**src/common/serial_sar_adc_readout_regs.vh**
```
// constants for the serial converter readout block
// assumes a 20 MHz system clock sampling the select and shift-clock pins
`ifndef SERIAL_SAR_ADC_READOUT_REGS_VH
`define SERIAL_SAR_ADC_READOUT_REGS_VH

// ************************************************************
// frame edge numbers
// ************************************************************
`define HOLD_END_RISE       5'h0d  // rising edge that ends hold
`define LAST_FALL           5'h10  // falling edge that ends the word
`define SHUTDOWN_MIN_FALL   5'h02  // earliest fall for shutdown abort
`define NORMAL_MIN_FALL     5'h0a  // fall that keeps normal mode
`define LEAD_ZEROS          5'h03  // leading zero bits before result
`define RESULT_BITS         12     // result width

// ************************************************************
// timing
// ************************************************************
`define CLOCK_HZ            20000000
`define ACQ_TIME_NS         350    // least track time before next fall
`define ACQ_CYCLES          8'h07  // least track time in system clocks

// ************************************************************
// reset values and buffer depth
// ************************************************************
`define RESULT_RESET        12'h000
`define FIFO_DEPTH          32

`endif

```
**src/rtl/result_fifo.v**
```verilog
// synchronous fifo holding converted results
// assumes one clock and an active-low asynchronous reset
`default_nettype none

module result_fifo #(
  parameter WIDTH = 12,                // word width
  parameter DEPTH = 32,                // entries, power of two
  parameter AW    = 5                  // address width
) (
  input  wire             clock,       // system clock
  input  wire             rst_b,       // async reset, active low
  input  wire [WIDTH-1:0] inData,      // word to store
  input  wire             inValid,     // word offered
  output wire             inReady,     // room available
  output wire [WIDTH-1:0] outData,     // oldest word
  output wire             outValid,    // word available
  input  wire             outReady     // drain side takes word
);

  // ************************************************************
  // storage and pointers
  // ************************************************************
  reg [WIDTH-1:0] mem [0:DEPTH-1];     // entry array
  reg [AW:0]      wrPtr_r;             // write pointer with wrap bit
  reg [AW:0]      rdPtr_r;             // read pointer with wrap bit

  wire empty = (wrPtr_r == rdPtr_r);
  wire full  = (wrPtr_r[AW] != rdPtr_r[AW]) &&
               (wrPtr_r[AW-1:0] == rdPtr_r[AW-1:0]);
  wire push  = inValid && !full;
  wire pop   = outReady && !empty;

  assign inReady  = !full;
  assign outValid = !empty;
  assign outData  = mem[rdPtr_r[AW-1:0]];

  // array write, no reset needed on data
  always @(posedge clock) begin
    if (push) begin
      mem[wrPtr_r[AW-1:0]] <= inData;
    end
  end

  // pointer update
  always @(posedge clock or negedge rst_b) begin
    if (!rst_b) begin
      wrPtr_r <= {(AW+1){1'b0}};
      rdPtr_r <= {(AW+1){1'b0}};
    end else begin
      if (push) begin
        wrPtr_r <= wrPtr_r + 1'b1;
      end
      if (pop) begin
        rdPtr_r <= rdPtr_r + 1'b1;
      end
    end
  end

endmodule

`default_nettype wire

```
**src/rtl/serial_sar_adc_readout.v**
```verilog
// digital side of a 12-bit serial successive-approximation converter
// assumes the select and shift clock arrive asynchronously as pins;
// the analog core delivers one comparator decision per conversion step
`default_nettype none
`include "serial_sar_adc_readout_regs.vh"

module serial_sar_adc_readout #(
  parameter FIFO_DEPTH = `FIFO_DEPTH,   // result buffer depth
  parameter FIFO_AW    = 5              // result buffer address width
) (
  input  wire        clock,             // 20 MHz system clock
  input  wire        rst_b,             // async reset, active low
  input  wire        selectPin_b,       // chip select pin, active low
  input  wire        shiftClkPin,       // serial clock pin
  input  wire        compareIn,         // comparator: input above dac
  output reg  [11:0] dacCode,           // trial code to the charge dac
  output reg         holdOn,            // 1 hold, 0 track
  output reg         serialResultOut,   // serial result data
  output reg         serialResultOe,    // serial result drive enable
  output reg         shutdownOn,        // analog core powered down
  output reg         resultValid,       // buffered result available
  output reg  [11:0] resultData,        // buffered result word
  input  wire        resultReady        // consumer takes result
);

  // ************************************************************
  // pin synchronisers
  // ************************************************************
  reg [1:0] selSync_r;                  // select two-stage sync
  reg [1:0] sclkSync_r;                 // shift clock two-stage sync
  reg       selD_r;                     // delayed synced select
  reg       sclkD_r;                    // delayed synced shift clock

  // sync stage one read only by stage two
  always @(posedge clock or negedge rst_b) begin
    if (!rst_b) begin
      selSync_r  <= 2'h3;
      sclkSync_r <= 2'h3;               // idle high: no false edge
      selD_r     <= 1'b1;
      sclkD_r    <= 1'b1;
    end else begin
      selSync_r  <= {selSync_r[0], selectPin_b};
      sclkSync_r <= {sclkSync_r[0], shiftClkPin};
      selD_r     <= selSync_r[1];
      sclkD_r    <= sclkSync_r[1];
    end
  end

  wire sel     = selSync_r[1];
  wire selFall = selD_r && !sel;
  wire selRise = !selD_r && sel;
  wire sckRise = !sclkD_r && sclkSync_r[1];
  wire sckFall = sclkD_r && !sclkSync_r[1];

  // ************************************************************
  // frame state
  // ************************************************************
  reg [4:0]  riseCnt_r;                 // rises since select fall
  reg [4:0]  fallCnt_r;                 // falls since select fall
  reg        frameOn_r;                 // select low, frame live
  reg        earlyZero_r;               // extra zero still owed
  reg [11:0] sar_r;                     // approximation register
  reg [3:0]  bitIdx_r;                  // bit under trial
  reg        powerUp_r;                 // first frame after shutdown
  reg        pushReq_r;                 // word ready for buffer

  wire fifoOutValid;                    // buffer has a word
  wire [11:0] fifoOutData;              // buffer head
  wire fifoPop = fifoOutValid && (!resultValid || resultReady);

  // main sequencing, paced only by select and shift-clock edges
  always @(posedge clock or negedge rst_b) begin
    if (!rst_b) begin
      riseCnt_r       <= 5'h00;
      fallCnt_r       <= 5'h00;
      frameOn_r       <= 1'b0;
      earlyZero_r     <= 1'b0;
      sar_r           <= `RESULT_RESET;
      bitIdx_r        <= 4'hb;
      powerUp_r       <= 1'b0;
      pushReq_r       <= 1'b0;
      dacCode         <= `RESULT_RESET;
      holdOn          <= 1'b0;
      serialResultOut <= 1'b0;
      serialResultOe  <= 1'b0;
      shutdownOn      <= 1'b0;
    end else begin
      // one-cycle offer: a full buffer drops the word, so that a
      // later frame can never overwrite a word still waiting
      if (pushReq_r) begin
        pushReq_r <= 1'b0;              // word offered once
      end
      if (selFall) begin
        riseCnt_r       <= 5'h00;
        fallCnt_r       <= 5'h00;
        frameOn_r       <= 1'b1;
        holdOn          <= 1'b1;
        serialResultOe  <= 1'b1;
        serialResultOut <= 1'b0;
        // clock already low: next fall may show an extra zero
        earlyZero_r     <= !sclkSync_r[1];
        sar_r           <= 12'h800;
        dacCode         <= 12'h800;
        bitIdx_r        <= 4'hb;
        powerUp_r       <= shutdownOn;
        shutdownOn      <= 1'b0;
      end else if (selRise) begin
        frameOn_r      <= 1'b0;
        serialResultOe <= 1'b0;
        holdOn         <= 1'b0;
        if (frameOn_r && fallCnt_r >= `SHUTDOWN_MIN_FALL &&
            fallCnt_r < `NORMAL_MIN_FALL) begin
          shutdownOn <= 1'b1;
        end else if (frameOn_r && powerUp_r &&
                     fallCnt_r < `NORMAL_MIN_FALL) begin
          shutdownOn <= 1'b1;
        end
        // after ten falls: truncated word, normal mode kept
      end else if (frameOn_r) begin
        if (sckRise) begin
          riseCnt_r <= riseCnt_r + 5'h01;
          if (riseCnt_r + 5'h01 == `HOLD_END_RISE) begin
            holdOn <= 1'b0;
          end
        end
        if (sckFall && fallCnt_r < `LAST_FALL) begin
          fallCnt_r <= fallCnt_r + 5'h01;
          if (earlyZero_r) begin
            earlyZero_r     <= 1'b0;
            serialResultOut <= 1'b0;
            fallCnt_r       <= fallCnt_r;
          end else if (fallCnt_r + 5'h01 == `LAST_FALL) begin
            serialResultOe  <= 1'b0;
            serialResultOut <= 1'b0;
            if (!powerUp_r) begin
              pushReq_r <= 1'b1;        // first after power-up dropped
            end
          end else if (fallCnt_r < `LEAD_ZEROS - 5'h01) begin
            serialResultOut <= 1'b0;
          end else begin
            // each step resolves one bit and shifts it out, MSB first
            serialResultOut <= compareIn;
            if (bitIdx_r != 4'h0) begin
              sar_r[bitIdx_r]       <= compareIn;
              sar_r[bitIdx_r-4'h1]  <= 1'b1;
              dacCode[bitIdx_r]     <= compareIn;
              dacCode[bitIdx_r-4'h1] <= 1'b1;
              bitIdx_r <= bitIdx_r - 4'h1;
            end else begin
              sar_r[0]   <= compareIn;
              dacCode[0] <= compareIn;
            end
          end
        end
      end else if (sel) begin
        serialResultOe <= 1'b0;
      end
    end
  end

  // ************************************************************
  // result buffer and consumer port
  // ************************************************************
  result_fifo #(
    .WIDTH (`RESULT_BITS),
    .DEPTH (FIFO_DEPTH),
    .AW    (FIFO_AW)
  ) resultBuf (
    .clock    (clock),
    .rst_b    (rst_b),
    .inData   (sar_r),
    .inValid  (pushReq_r),
    .inReady  (),
    .outData  (fifoOutData),
    .outValid (fifoOutValid),
    .outReady (fifoPop)
  );

  // output stage register, keeps outputs straight from flip-flops
  always @(posedge clock or negedge rst_b) begin
    if (!rst_b) begin
      resultValid <= 1'b0;
      resultData  <= `RESULT_RESET;
    end else if (fifoPop) begin
      resultValid <= 1'b1;
      resultData  <= fifoOutData;
    end else if (resultReady) begin
      resultValid <= 1'b0;
    end
  end

endmodule

`default_nettype wire

```
**config.mk**
```make
export PLATFORM = sky130hd
export DESIGN_NAME = serial_sar_adc_readout
export DESIGN_NICKNAME = d
export VERILOG_FILES = /design/src/rtl/result_fifo.v /design/src/rtl/serial_sar_adc_readout.v
export VERILOG_INCLUDE_DIRS = /design/src /design/src/common
export SDC_FILE = /design/constraint.sdc
export NUM_CORES = 1
export LEC_CHECK = 0
export BUFFER_PORTS_ARGS = -buffer_cell sky130_fd_sc_hd__buf_2
export CAP_MARGIN = 15
export CORE_UTILIZATION = 61
export CTS_CLUSTER_SIZE = 28
export DETAILED_ROUTE_END_ITERATION = 7
export PLACE_DENSITY = 0.79
export SYNTH_ARGS = -nofsm -noshare
export SYNTH_HDL_FRONTEND = slang
export SYNTH_SLANG_ARGS = --single-unit
```
**constraint.sdc**
```tcl
create_clock -name clock -period 5.8 [get_ports clock]
set_input_delay 0.29 -clock clock [delete_from_list [all_inputs] [get_ports clock]]
set_output_delay 0.29 -clock clock [all_outputs]
set_load 0.02 [all_outputs]
```
After elaboration in Yosys (flattened, before gate mapping)
Memory sizes are Yosys's and may differ from the RTL's. A register that Yosys moved wholly into a read port is not among the register bits.
Cells that the tools add are included.

operators by class
  add/sub/neg operators = 5
  multiply operators = 0
  div/mod/pow operators = 0
  order comparisons = 8
  equality and inequality tests = 12
  shifts and indexed selects = 0
  multiplexer cells = 81
  bitwise gates (word level) = 2
  reductions and logical operators = 44

operators by type and width
  kind                                                 number
  two-way mux 12 bit                                   14
  two-way mux 5 bit                                    9
  two-way mux 1 bit                                    44
  two-way mux 4 bit                                    8
  bitwise mux 12 bit                                   2
  OR 12 bit                                            2
  two-way mux 11 bit                                   2
  logical AND 1 bit                                    15
  adder 6 x 1 -> 6 bit, second input constant          2
  nonzero test 2 bit                                   6
  nonzero test 3 bit                                   4
  adder 5 x 1 -> 5 bit, second input constant          2
  < comparator 4 x 5 -> 1 bit, second input constant   2
  AND reduction 3 bit                                  3
  demux 1 bit (select 4 bit)                           2
  >= comparator 4 x 1 -> 1 bit, second input constant  2
  logical NOT 1 bit                                    8
  != test 2 bit, second input constant                 4
  != test 4 x 3 -> 1 bit, second input constant        2
  AND reduction 4 bit                                  2
  nonzero test 4 bit                                   2
  AND reduction 7 bit                                  1
  equality test 6 bit                                  1
  AND reduction 6 bit                                  1
  12 further kinds                                     12

storage, ports and cells
  register bits = 65
  bits in latches = 0
  RAM bits = 384
  ROM bits = 0
  bits of input ports = 6
  logic and storage cells = 175
  memories = 1

memories
  name           depth  bits a word  rd ports  clocked after memory_dff  write ports  RTL line          text
  resultBuf.mem  32     12           1         1                         1            result_fifo.v:23  reg [WIDTH-1:0] mem [0:DEPTH-1];

Longest topological paths before layout
Gate-level depths: netlist (run 1).

  depth in word-level cells = 14
  depth in mapped cells = 9

By module
From an unflattened synthesis (run 1), not the netlist that was laid out.

second synthesis, totals
  cell total of the unflattened synthesis = 1285
  area, all modules = 19247.2 sq um

modules (own cells, without submodules)
  module                  times used  cells each  area each (sq um)
  result_fifo             1           930         15767.6
  serial_sar_adc_readout  1           355         3479.6

Worst setup path before layout (run 1)
OpenSTA, ideal clock, no wires.

  path kind = register to register
  from = register bitIdx_r[0]
  to = register bitIdx_r[3]
  setup time = 0.064 ns
  arrival time = 2.274 ns
  data required time = 5.736 ns
  path slack = 3.462 ns
  cell stages (with the launch flop) = 9
  buffers on the path = 1
  clock period less this slack = 2.338 ns
  cell sequence = dfstp_2 > inv_1 > ha_1 > clkbuf_1 > nor3b_1 > or3_1 > or2_2 > or4_1 > nand3_1

on the way
  word-level cells in the longest chain between the ends = 9
  elaborated cells on any way between the ends = 12
  classes of those cells = 1 x add/sub; 8 x mux; 3 x reduce/logical

ends and longest elaborated chain
  what                       RTL line                      text
  from (decl)                serial_sar_adc_readout.v:63   reg [3:0] bitIdx_r;
  from (signal assigned)     serial_sar_adc_readout.v:148  bitIdx_r <= bitIdx_r - 4'h1;
  subtractor 4 x 1 -> 4 bit  serial_sar_adc_readout.v:148
  two-way mux 4 bit          serial_sar_adc_readout.v:143  if (bitIdx_r != 4'h0) begin
  two-way mux 4 bit          serial_sar_adc_readout.v:138  end else if (fallCnt_r < `LEAD_ZEROS - 5'h01) begin
  two-way mux 4 bit          serial_sar_adc_readout.v:132  end else if (fallCnt_r + 5'h01 == `LAST_FALL) begin
  two-way mux 4 bit          serial_sar_adc_readout.v:128  if (earlyZero_r) begin
  two-way mux 4 bit          serial_sar_adc_readout.v:126  if (sckFall && fallCnt_r < `LAST_FALL) begin
  two-way mux 4 bit          serial_sar_adc_readout.v:119  end else if (frameOn_r) begin
  two-way mux 4 bit          serial_sar_adc_readout.v:107  end else if (selRise) begin
  two-way mux 4 bit          serial_sar_adc_readout.v:93   if (selFall) begin

Several ways; a longest one is shown, not always the timed one. The select of a mux whose other input is x is not followed.
A chain may end at the register's enable or synchronous reset.

Final worst setup path (run 1)
  from = register resultBuf.rdPtr_r[4]
  to = memory resultBuf.mem[23][2], enable pin

on the way
  word-level cells in the longest chain between the ends = 6

ends and longest elaborated chain
  what                                     RTL line          text
  from (decl)                              result_fifo.v:25  reg [AW:0] rdPtr_r;
  from (signal assigned)                   result_fifo.v:48  rdPtr_r <= {(AW+1){1'b0}};
  from (signal assigned)                   result_fifo.v:54  rdPtr_r <= rdPtr_r + 1'b1;
  equality test 5 bit                      result_fifo.v:29  (wrPtr_r[AW-1:0] == rdPtr_r[AW-1:0]);
  logical AND 1 bit                        result_fifo.v:28  wire full = (wrPtr_r[AW] != rdPtr_r[AW]) &&
  logical NOT 1 bit                        result_fifo.v:30  wire push = inValid && !full;
  logical AND 1 bit                        result_fifo.v:30
  two-way mux 1 bit                        result_fifo.v:39  if (push) begin
  two-way mux 1 bit (implied by the code)  result_fifo.v:40  mem[wrPtr_r[AW-1:0]] <= inData;
  to (decl)                                result_fifo.v:23

No other way between the ends.

==> results.yml, run 1 <==
hold_path:
  hold_path_class: "in2reg"
  min_path_cells: 2
pwr:
  clkPwrFrac_pct: 42.4
  pwr_density_cell_nw_per_um2: 317.1
  seq_power_share_pct: 54.8
  sw_frac_of_total_pct: 20.24
  combPwrFrac_pct: 2.7
  power_uw: 6621
  p_int_uw: 5281
  peakVddDrop_v: 0.0002480
  net-switching-power_uw: 1340
  power.leakage_uw: 0.007305
global_routing:
  grt_usage_pct: 27.51
  grt_pass1_wl_um: 62980
  grt_max_degree: 121
  grt_remaining_overflow: 0
  grt_pass1_vias: 10421
  antenna_found_initial: 0
finish:
  nNetsFinal: 1187
  area_growth_pct: 11.07
  drive_above_1_share_pct: 18.91
  antenna_cells: 0
floorplan:
  initial_utilization_pct: 62.77
  die_h_um: 177.6
  die_w_um: 177.6
  io_pins: 35
  coreArea_um2: 29950
  fp-row-count: 63
  die_area_um2: 31530
setup_path:
  cpMaxStageDelayCell: "dfrtp_1"
  crit_chain: "xnor2_1, nand3_1, o21a_1, nand2_1, nor2_1"
  path_buf_inv: 0
  max_stage_delay_ps: 970
  cp.required_ps: 5950
  crit_fanout: 26
  critPathTopFamily: "simple AND/OR/NAND/NOR gates"
  ff2ff_path_depth: 5
  cp.arrival_ps: 3680
  crit_type: "reg2reg"
  cp_num_cells: 5
  end_kind: "register"
  startpoint_type: "register"
logic_synthesis:
  syn_avg_cell_area_um2: 16.77
  synthCells: 1121
  synth.distinct_cells: 68
  synthArstFlopShare_pct: 16.70
  syn-cell-area_um2: 18800
  yosys_warnings: 0
  synth_fp_nets: 1146
  synth_edf_count: 384
  yosysSeqAreaShare_pct: 71.64
  ys.flop_type: "edfxtp_1"
  ys_ff_latch: 461
cts:
  cts_made_buffers: 44
  htree_levels: 2
  cts_tree: "yes"
  clkLatencyLatePin_ps: 550
  clockBufferDepth: 3
  cts_sinks: 461
  cts_resized: 0
  clk_pin_slew_ps: 60
  root_buffer: "clkbuf_16"
drt:
  ant_nets: 0
  dr.pass1.iters: 6
  wire_per_inst_um: 26.44
  wl_um: 41920
  drc: 0
  initialDrtViolationCount: 1235
  vias_per_cell: 6.666
  num_vias: 10565
place:
  place_ws_ps: 2432
  portBuffers: 34
  dp_hpwl_um: 24950
  gp_congestion: 0.9305
timing:
  slew_headroom_pct: 21.91
  post-route-period-util_pct: 60.77
  timing.hold.ws_ps: 115.7
  hold_viol: 0
  finalMaxSlewViolations: 0
  fin_skew_ps: 24.30
  fin_tns_setup_ps: 0
  setup_viol: 0
  fin_ws_ps: 2275
  rsz0062_at_grt: "false"
  tightest_slew_ps: 1167
  post-route-min-period_ps: 3525
  maxClockFrequency_mhz: 283.7
job:
  cap_violations: 0
status:
  status: "complete, no violations"
-- worst register-to-register path, delay by kind of cell, from the launching register on --
kind            cells  cell delay (ps)
compound gates      1              350
xor+xnor            1              190
flops               1              970
simple gates        3             1630
-- sequential cells by signal, summed over array words and instances (netlist names), 2 cells and up --
signal and count:
bitIdx_r 4, selSync_r 2, resultBuf.wrPtr_r 6, resultBuf.mem 384, resultData 12, fallCnt_r 5, resultBuf.rdPtr_r 6, sar_r 12
sclkSync_r 2, dacCode 12, riseCnt_r 5
-- worst paths after layout --
check	end	startpoint	slack, ps
setup / recovery	resultBuf.mem[23][2]$_DFFE_PP_	resultBuf.rdPtr_r[4]$_DFFE_PN0P_	2280
hold / removal	serialResultOut$_DFFE_PN0P_	compareIn	120
setup reg to reg	resultBuf.mem[23][2]$_DFFE_PP_	resultBuf.rdPtr_r[4]$_DFFE_PN0P_	2280
hold reg to reg	sclkSync_r[1]$_DFF_PN1_	sclkSync_r[0]$_DFF_PN1_	350
max in group asynchronous	resultBuf.rdPtr_r[1]$_DFFE_PN0P_	rst_b	4490
min in group asynchronous	fallCnt_r[2]$_DFFE_PN0P_	rst_b	190
-- cells in the mapped netlist, types with 5 or more instances --
cell | count | area, um^2
a31o_2 | 7 | 61.31
nor2_1 | 51 | 191.4
clkbuf_1 | 34 | 127.6
or2_2 | 5 | 31.28
buf_1 | 5 | 18.77
nand3b_1 | 5 | 37.54
xnor2_1 | 11 | 96.34
dfstp_2 | 9 | 236.5
dfrtp_1 | 68 | 1702
o22ai_1 | 14 | 87.58
o221ai_1 | 11 | 96.34
edfxtp_1 | 384 | 11530
nor2b_1 | 7 | 43.79
o21ai_0 | 30 | 150.1
nor4_1 | 5 | 31.28
or4_1 | 7 | 52.55
a21oi_1 | 13 | 65.06
nand4_1 | 8 | 50.05
or3_1 | 6 | 37.54
mux2_2 | 6 | 67.56
nor3_1 | 6 | 30.03
mux4_2 | 76 | 1712
nand2b_1 | 5 | 31.28
a22oi_1 | 20 | 150.1
ha_1 | 19 | 237.7
mux2i_1 | 46 | 460.4
xor2_1 | 7 | 61.31
nand2_1 | 105 | 394.1
nor3b_1 | 5 | 37.54
inv_1 | 16 | 60.06
o211ai_1 | 13 | 97.59
buf_2 | 24 | 120.1
o32ai_1 | 11 | 96.34
nand3_1 | 22 | 110.1
-- per-stage QoR --
step / cells / util, % / instance area (um^2)
final: 1585 / 69.71 / 20880
after floorplan: 1121 / - / 18800
after global routing: 1585 / 69.71 / 20880
after CTS: 1580 / 69.39 / 20780
after global placement: 1498 / 64.59 / 19350
after detailed placement: 1498 / 64.59 / 19350
-- kinds of logic after synthesis --
group                    synth area share, %
AO/OA/AOI/OAI                          6.143
adder cells (fa/ha/maj)                1.264
AND/OR/NAND/NOR                        6.442
flip-flops                             71.64
XOR/XNOR                              0.8385
multiplexers                           11.91
buffers and inverters                  1.757
-- area by class of cell --
class / count / area, um^2
sequential: 461 / 13480
fill: 1859 / 9072
multi-input combinational: 580 / 5015
clock buffer: 60 / 1202
tap: 390 / 488.0
timing repair buffer: 58 / 431.7
clock inverter: 19 / 203.9
inverter: 17 / 63.81
-- cells in the final DEF, fill, tap and decap left out, types with 7 or more instances in the layout --
cell type  instances
o22ai_1           14
a31o_2             7
nand3_1           22
nand4_1            8
mux2i_1           46
buf_2             33
xor2_1             7
dfrtp_1           66
o211ai_1          13
buf_4             16
mux4_2            76
dfstp_2            9
clkbuf_1          13
nor2_1            51
a22oi_1           20
xnor2_1           11
clkbuf_16         45
o21ai_0           30
or4_1              7
edfxtp_1         384
inv_1             16
o221ai_1          11
ha_1              19
nand2_1          105
nor2b_1            7
o32ai_1           11
a21oi_1           13
-- power by group through the flow --
stage / logic [uW] / clock network, uW / registers [uW]
finish: 182 / 2810 / 3630
global route: 201 / 2940 / 3630
CTS: 178 / 2820 / 3630
detailed placement: 175 / 0 / 3700
global placement: 169 / 0 / 3700
floorplan: 109 / 0 / 3690
-- repair_timing --
action                                 CTS  global route
buffers inserted                         0             0
hold buffers                             3             0
endpoints found under the hold margin   26             0
-- routing by layer --
metal	routed length (um)	track usage, %
met4	1370	8.761
met1	16380	38.06
met2	20160	44.22
met5	0	0
met3	4001	5.848
(Power assumes the default switching activity.)
==> run 2: changes to the inputs <==
--- a/config.mk
+++ b/config.mk
@@ -8,10 +8,10 @@
 export LEC_CHECK = 0
 export BUFFER_PORTS_ARGS = -buffer_cell sky130_fd_sc_hd__buf_2
 export CAP_MARGIN = 15
-export CORE_UTILIZATION = 61
+export CORE_UTILIZATION = 56
 export CTS_CLUSTER_SIZE = 28
 export DETAILED_ROUTE_END_ITERATION = 7
-export PLACE_DENSITY = 0.79
+export PLACE_DENSITY = 0.76
 export SYNTH_ARGS = -nofsm -noshare
 export SYNTH_HDL_FRONTEND = slang
 export SYNTH_SLANG_ARGS = --single-unit
==> constraint.sdc (replaced) <==
create_clock -name clock -period 3.06 [get_ports clock]
set_input_delay 0.153 -clock clock [delete_from_list [all_inputs] [get_ports clock]]
set_output_delay 0.153 -clock clock [all_outputs]
set_load 0.02 [all_outputs]
==> results.yml, run 2 (synthesis results as in run 1) <==
finish:
  multi_input_area_um2: 5015
  fill_cells: 2211
  utilization_pct: 65.35
  largest_reg_flops: 384
  area_growth_pct: 13.95
  nNetsFinal: 1244
  layout_commonest_cell: "edfxtp_1"
  antenna_cells: 0
  final_cell_mix: "384 x edfxtp_1, 105 x nand2_1, 76 x mux4_2"
  drive_above_1_share_pct: 22.04
  seq_area_um2: 13480
floorplan:
  die_w_um: 185.2
  initial_utilization_pct: 57.35
  coreArea_um2: 32780
  die_h_um: 185.2
  fp-row-count: 66
  io_pins: 35
  die_area_um2: 34310
timing:
  setup_viol: 0
  post-route-min-period_ps: 2650
  slew_headroom_pct: 23.64
  fin_skew_ps: 21.48
  fin_tns_setup_ps: 0
  tightest_slew_ps: 1145
  rsz0062_at_grt: "false"
  finalMaxSlewViolations: 0
  maxClockFrequency_mhz: 377.4
  hold_viol: 0
  post-route-period-util_pct: 86.59
pwr:
  p_int_uw: 9927
  net-switching-power_uw: 2487
  sw_frac_of_total_pct: 20.03
  peakVddDrop_v: 0.0003399
  power.leakage_uw: 0.007606
  combPwrFrac_pct: 3.0
  pwr_density_cell_nw_per_um2: 579.5
  seq_power_share_pct: 55.3
  clkPwrFrac_pct: 41.7
setup_path:
  startpoint_type: "register"
  ff2ff_path_depth: 6
  reg2reg_from: "fallCnt_r[1]$_DFFE_PN0P_"
  rr_endpoint: "dacCode[7]$_DFFE_PN0P_"
  crit_chain: "ha_1, or2_2, a21oi_1, o32a_2, or4_1, a31o_1"
  cpMaxStageDelayCell: "or4_1"
  cp.arrival_ps: 3090
  reg2reg_slack_ps: 410
  end_kind: "register"
  max_stage_delay_ps: 600
  crit_fanout: 26
  cp.required_ps: 3500
  crit_type: "reg2reg"
drt:
  vias_per_cell: 6.269
  drc: 0
  dr.pass1.iters: 6
  wire_per_inst_um: 24.58
  wl_um: 41530
  ant_nets: 0
  num_vias: 10594
  initialDrtViolationCount: 1141
cts:
  cts_tree: "yes"
  root_buffer: "clkbuf_16"
  cts_sinks: 461
  htree_levels: 2
  cts_resized: 0
  clk_pin_slew_ps: 60
  clockBufferDepth: 3
  clkLatencyLatePin_ps: 550
  cts_setup_buffers: 0
  cts_made_buffers: 45
place:
  portBuffers: 34
  dp_hpwl_um: 25060
  gp_congestion: 0.8749
hold_path:
  min_path_cells: 2
  hold_path_end: "sclkSync_r[0]$_DFF_PN1_"
  hold_path_class: "in2reg"
  hp-start: "shiftClkPin"
global_routing:
  grt_remaining_overflow: 0
  antenna_found_initial: 1
  grt_usage_pct: 25.10
  grt_pass1_wl_um: 62740
  grt_pass1_vias: 10561
  grt_max_degree: 81
status:
  status: "complete, no violations"
job:
  cap_violations: 0
-- run 2: worst max-delay path by stage --
| stage | from | endpoint | slack, ps | cells past startpoint |
|---|---|---|---|---|
| 2_1_floorplan | bitIdx_r[0]$_DFFE_PN1P_ | bitIdx_r[3]$_DFFE_PN1P_ | 720 | 8 |
| 3_3_place_gp | fallCnt_r[1]$_DFFE_PN0P_ | sar_r[7]$_DFFE_PN0P_ | 580 | 6 |
| 3_5_place_dp | fallCnt_r[1]$_DFFE_PN0P_ | dacCode[7]$_DFFE_PN0P_ | 450 | 6 |
| 4_1_cts | fallCnt_r[1]$_DFFE_PN0P_ | dacCode[7]$_DFFE_PN0P_ | 440 | 6 |
| 5_1_grt | fallCnt_r[1]$_DFFE_PN0P_ | dacCode[7]$_DFFE_PN0P_ | 310 | 6 |
| 6_report | fallCnt_r[1]$_DFFE_PN0P_ | dacCode[7]$_DFFE_PN0P_ | 410 | 6 |
-- run 2: metal layers --
metal / track usage [%] / wire, um / vias to the layer above
met2: 39.39 / 20260 / 495
met1: 34.93 / 16670 / 5394
met3: 5.564 / 3383 / 74
met4: 8.661 / 1219 / 0
li1: - / - / 4631
met5: 0 / 0 / -
-- run 2: critical path, delay by kind of cell (launching register included) --
family,cells,cell delay [ps]
AO/OA/AOI/OAI,3,890
flip-flops,1,480
adder cells (fa/ha/maj),1,390
AND/OR/NAND/NOR,2,770
-- run 2: repair_timing --
| item | 4_1_cts | 5_1_grt |
|---|---|---|
| hold buffers | 5 | 0 |
| endpoints found under the hold margin | 72 | 0 |
| endpoints found under the setup margin | 0 | 0 |
-- run 2: power by group through the flow --
stage	Combinational, uW	Sequential, uW	Clock (uW)
3_5_place_dp	351	6990	0
3_3_place_gp	348	6990	0
6_report	370	6860	5180
5_1_grt	411	6860	5510
4_1_cts	360	6860	5260
2_1_floorplan	206	7000	0
-- run 2: area by class of cell --
class,instances,area share [%]
multi-input combinational,580,23.41
clock inverter,15,0.6950
sequential,461,62.91
clock buffer,61,5.648
inverter,17,0.2979
tap,442,2.581
timing repair buffer,114,4.462
-- run 2: through the flow --
step           cells  setup WS, ps  total power (uW)  area [um^2]  hold slack, ps
2_1_floorplan   1121         722.1              7202        18800          -142.6
3_3_place_gp    1603         579.6              7336        19850           258.6
3_5_place_dp    1603         447.9              7343        19850           260.7
4_1_cts         1684         438.8             12480        21260           231.2
5_1_grt         1690         311.3             12780        21420           245.8
6_report        1690         410.5             12410        21420           250.5
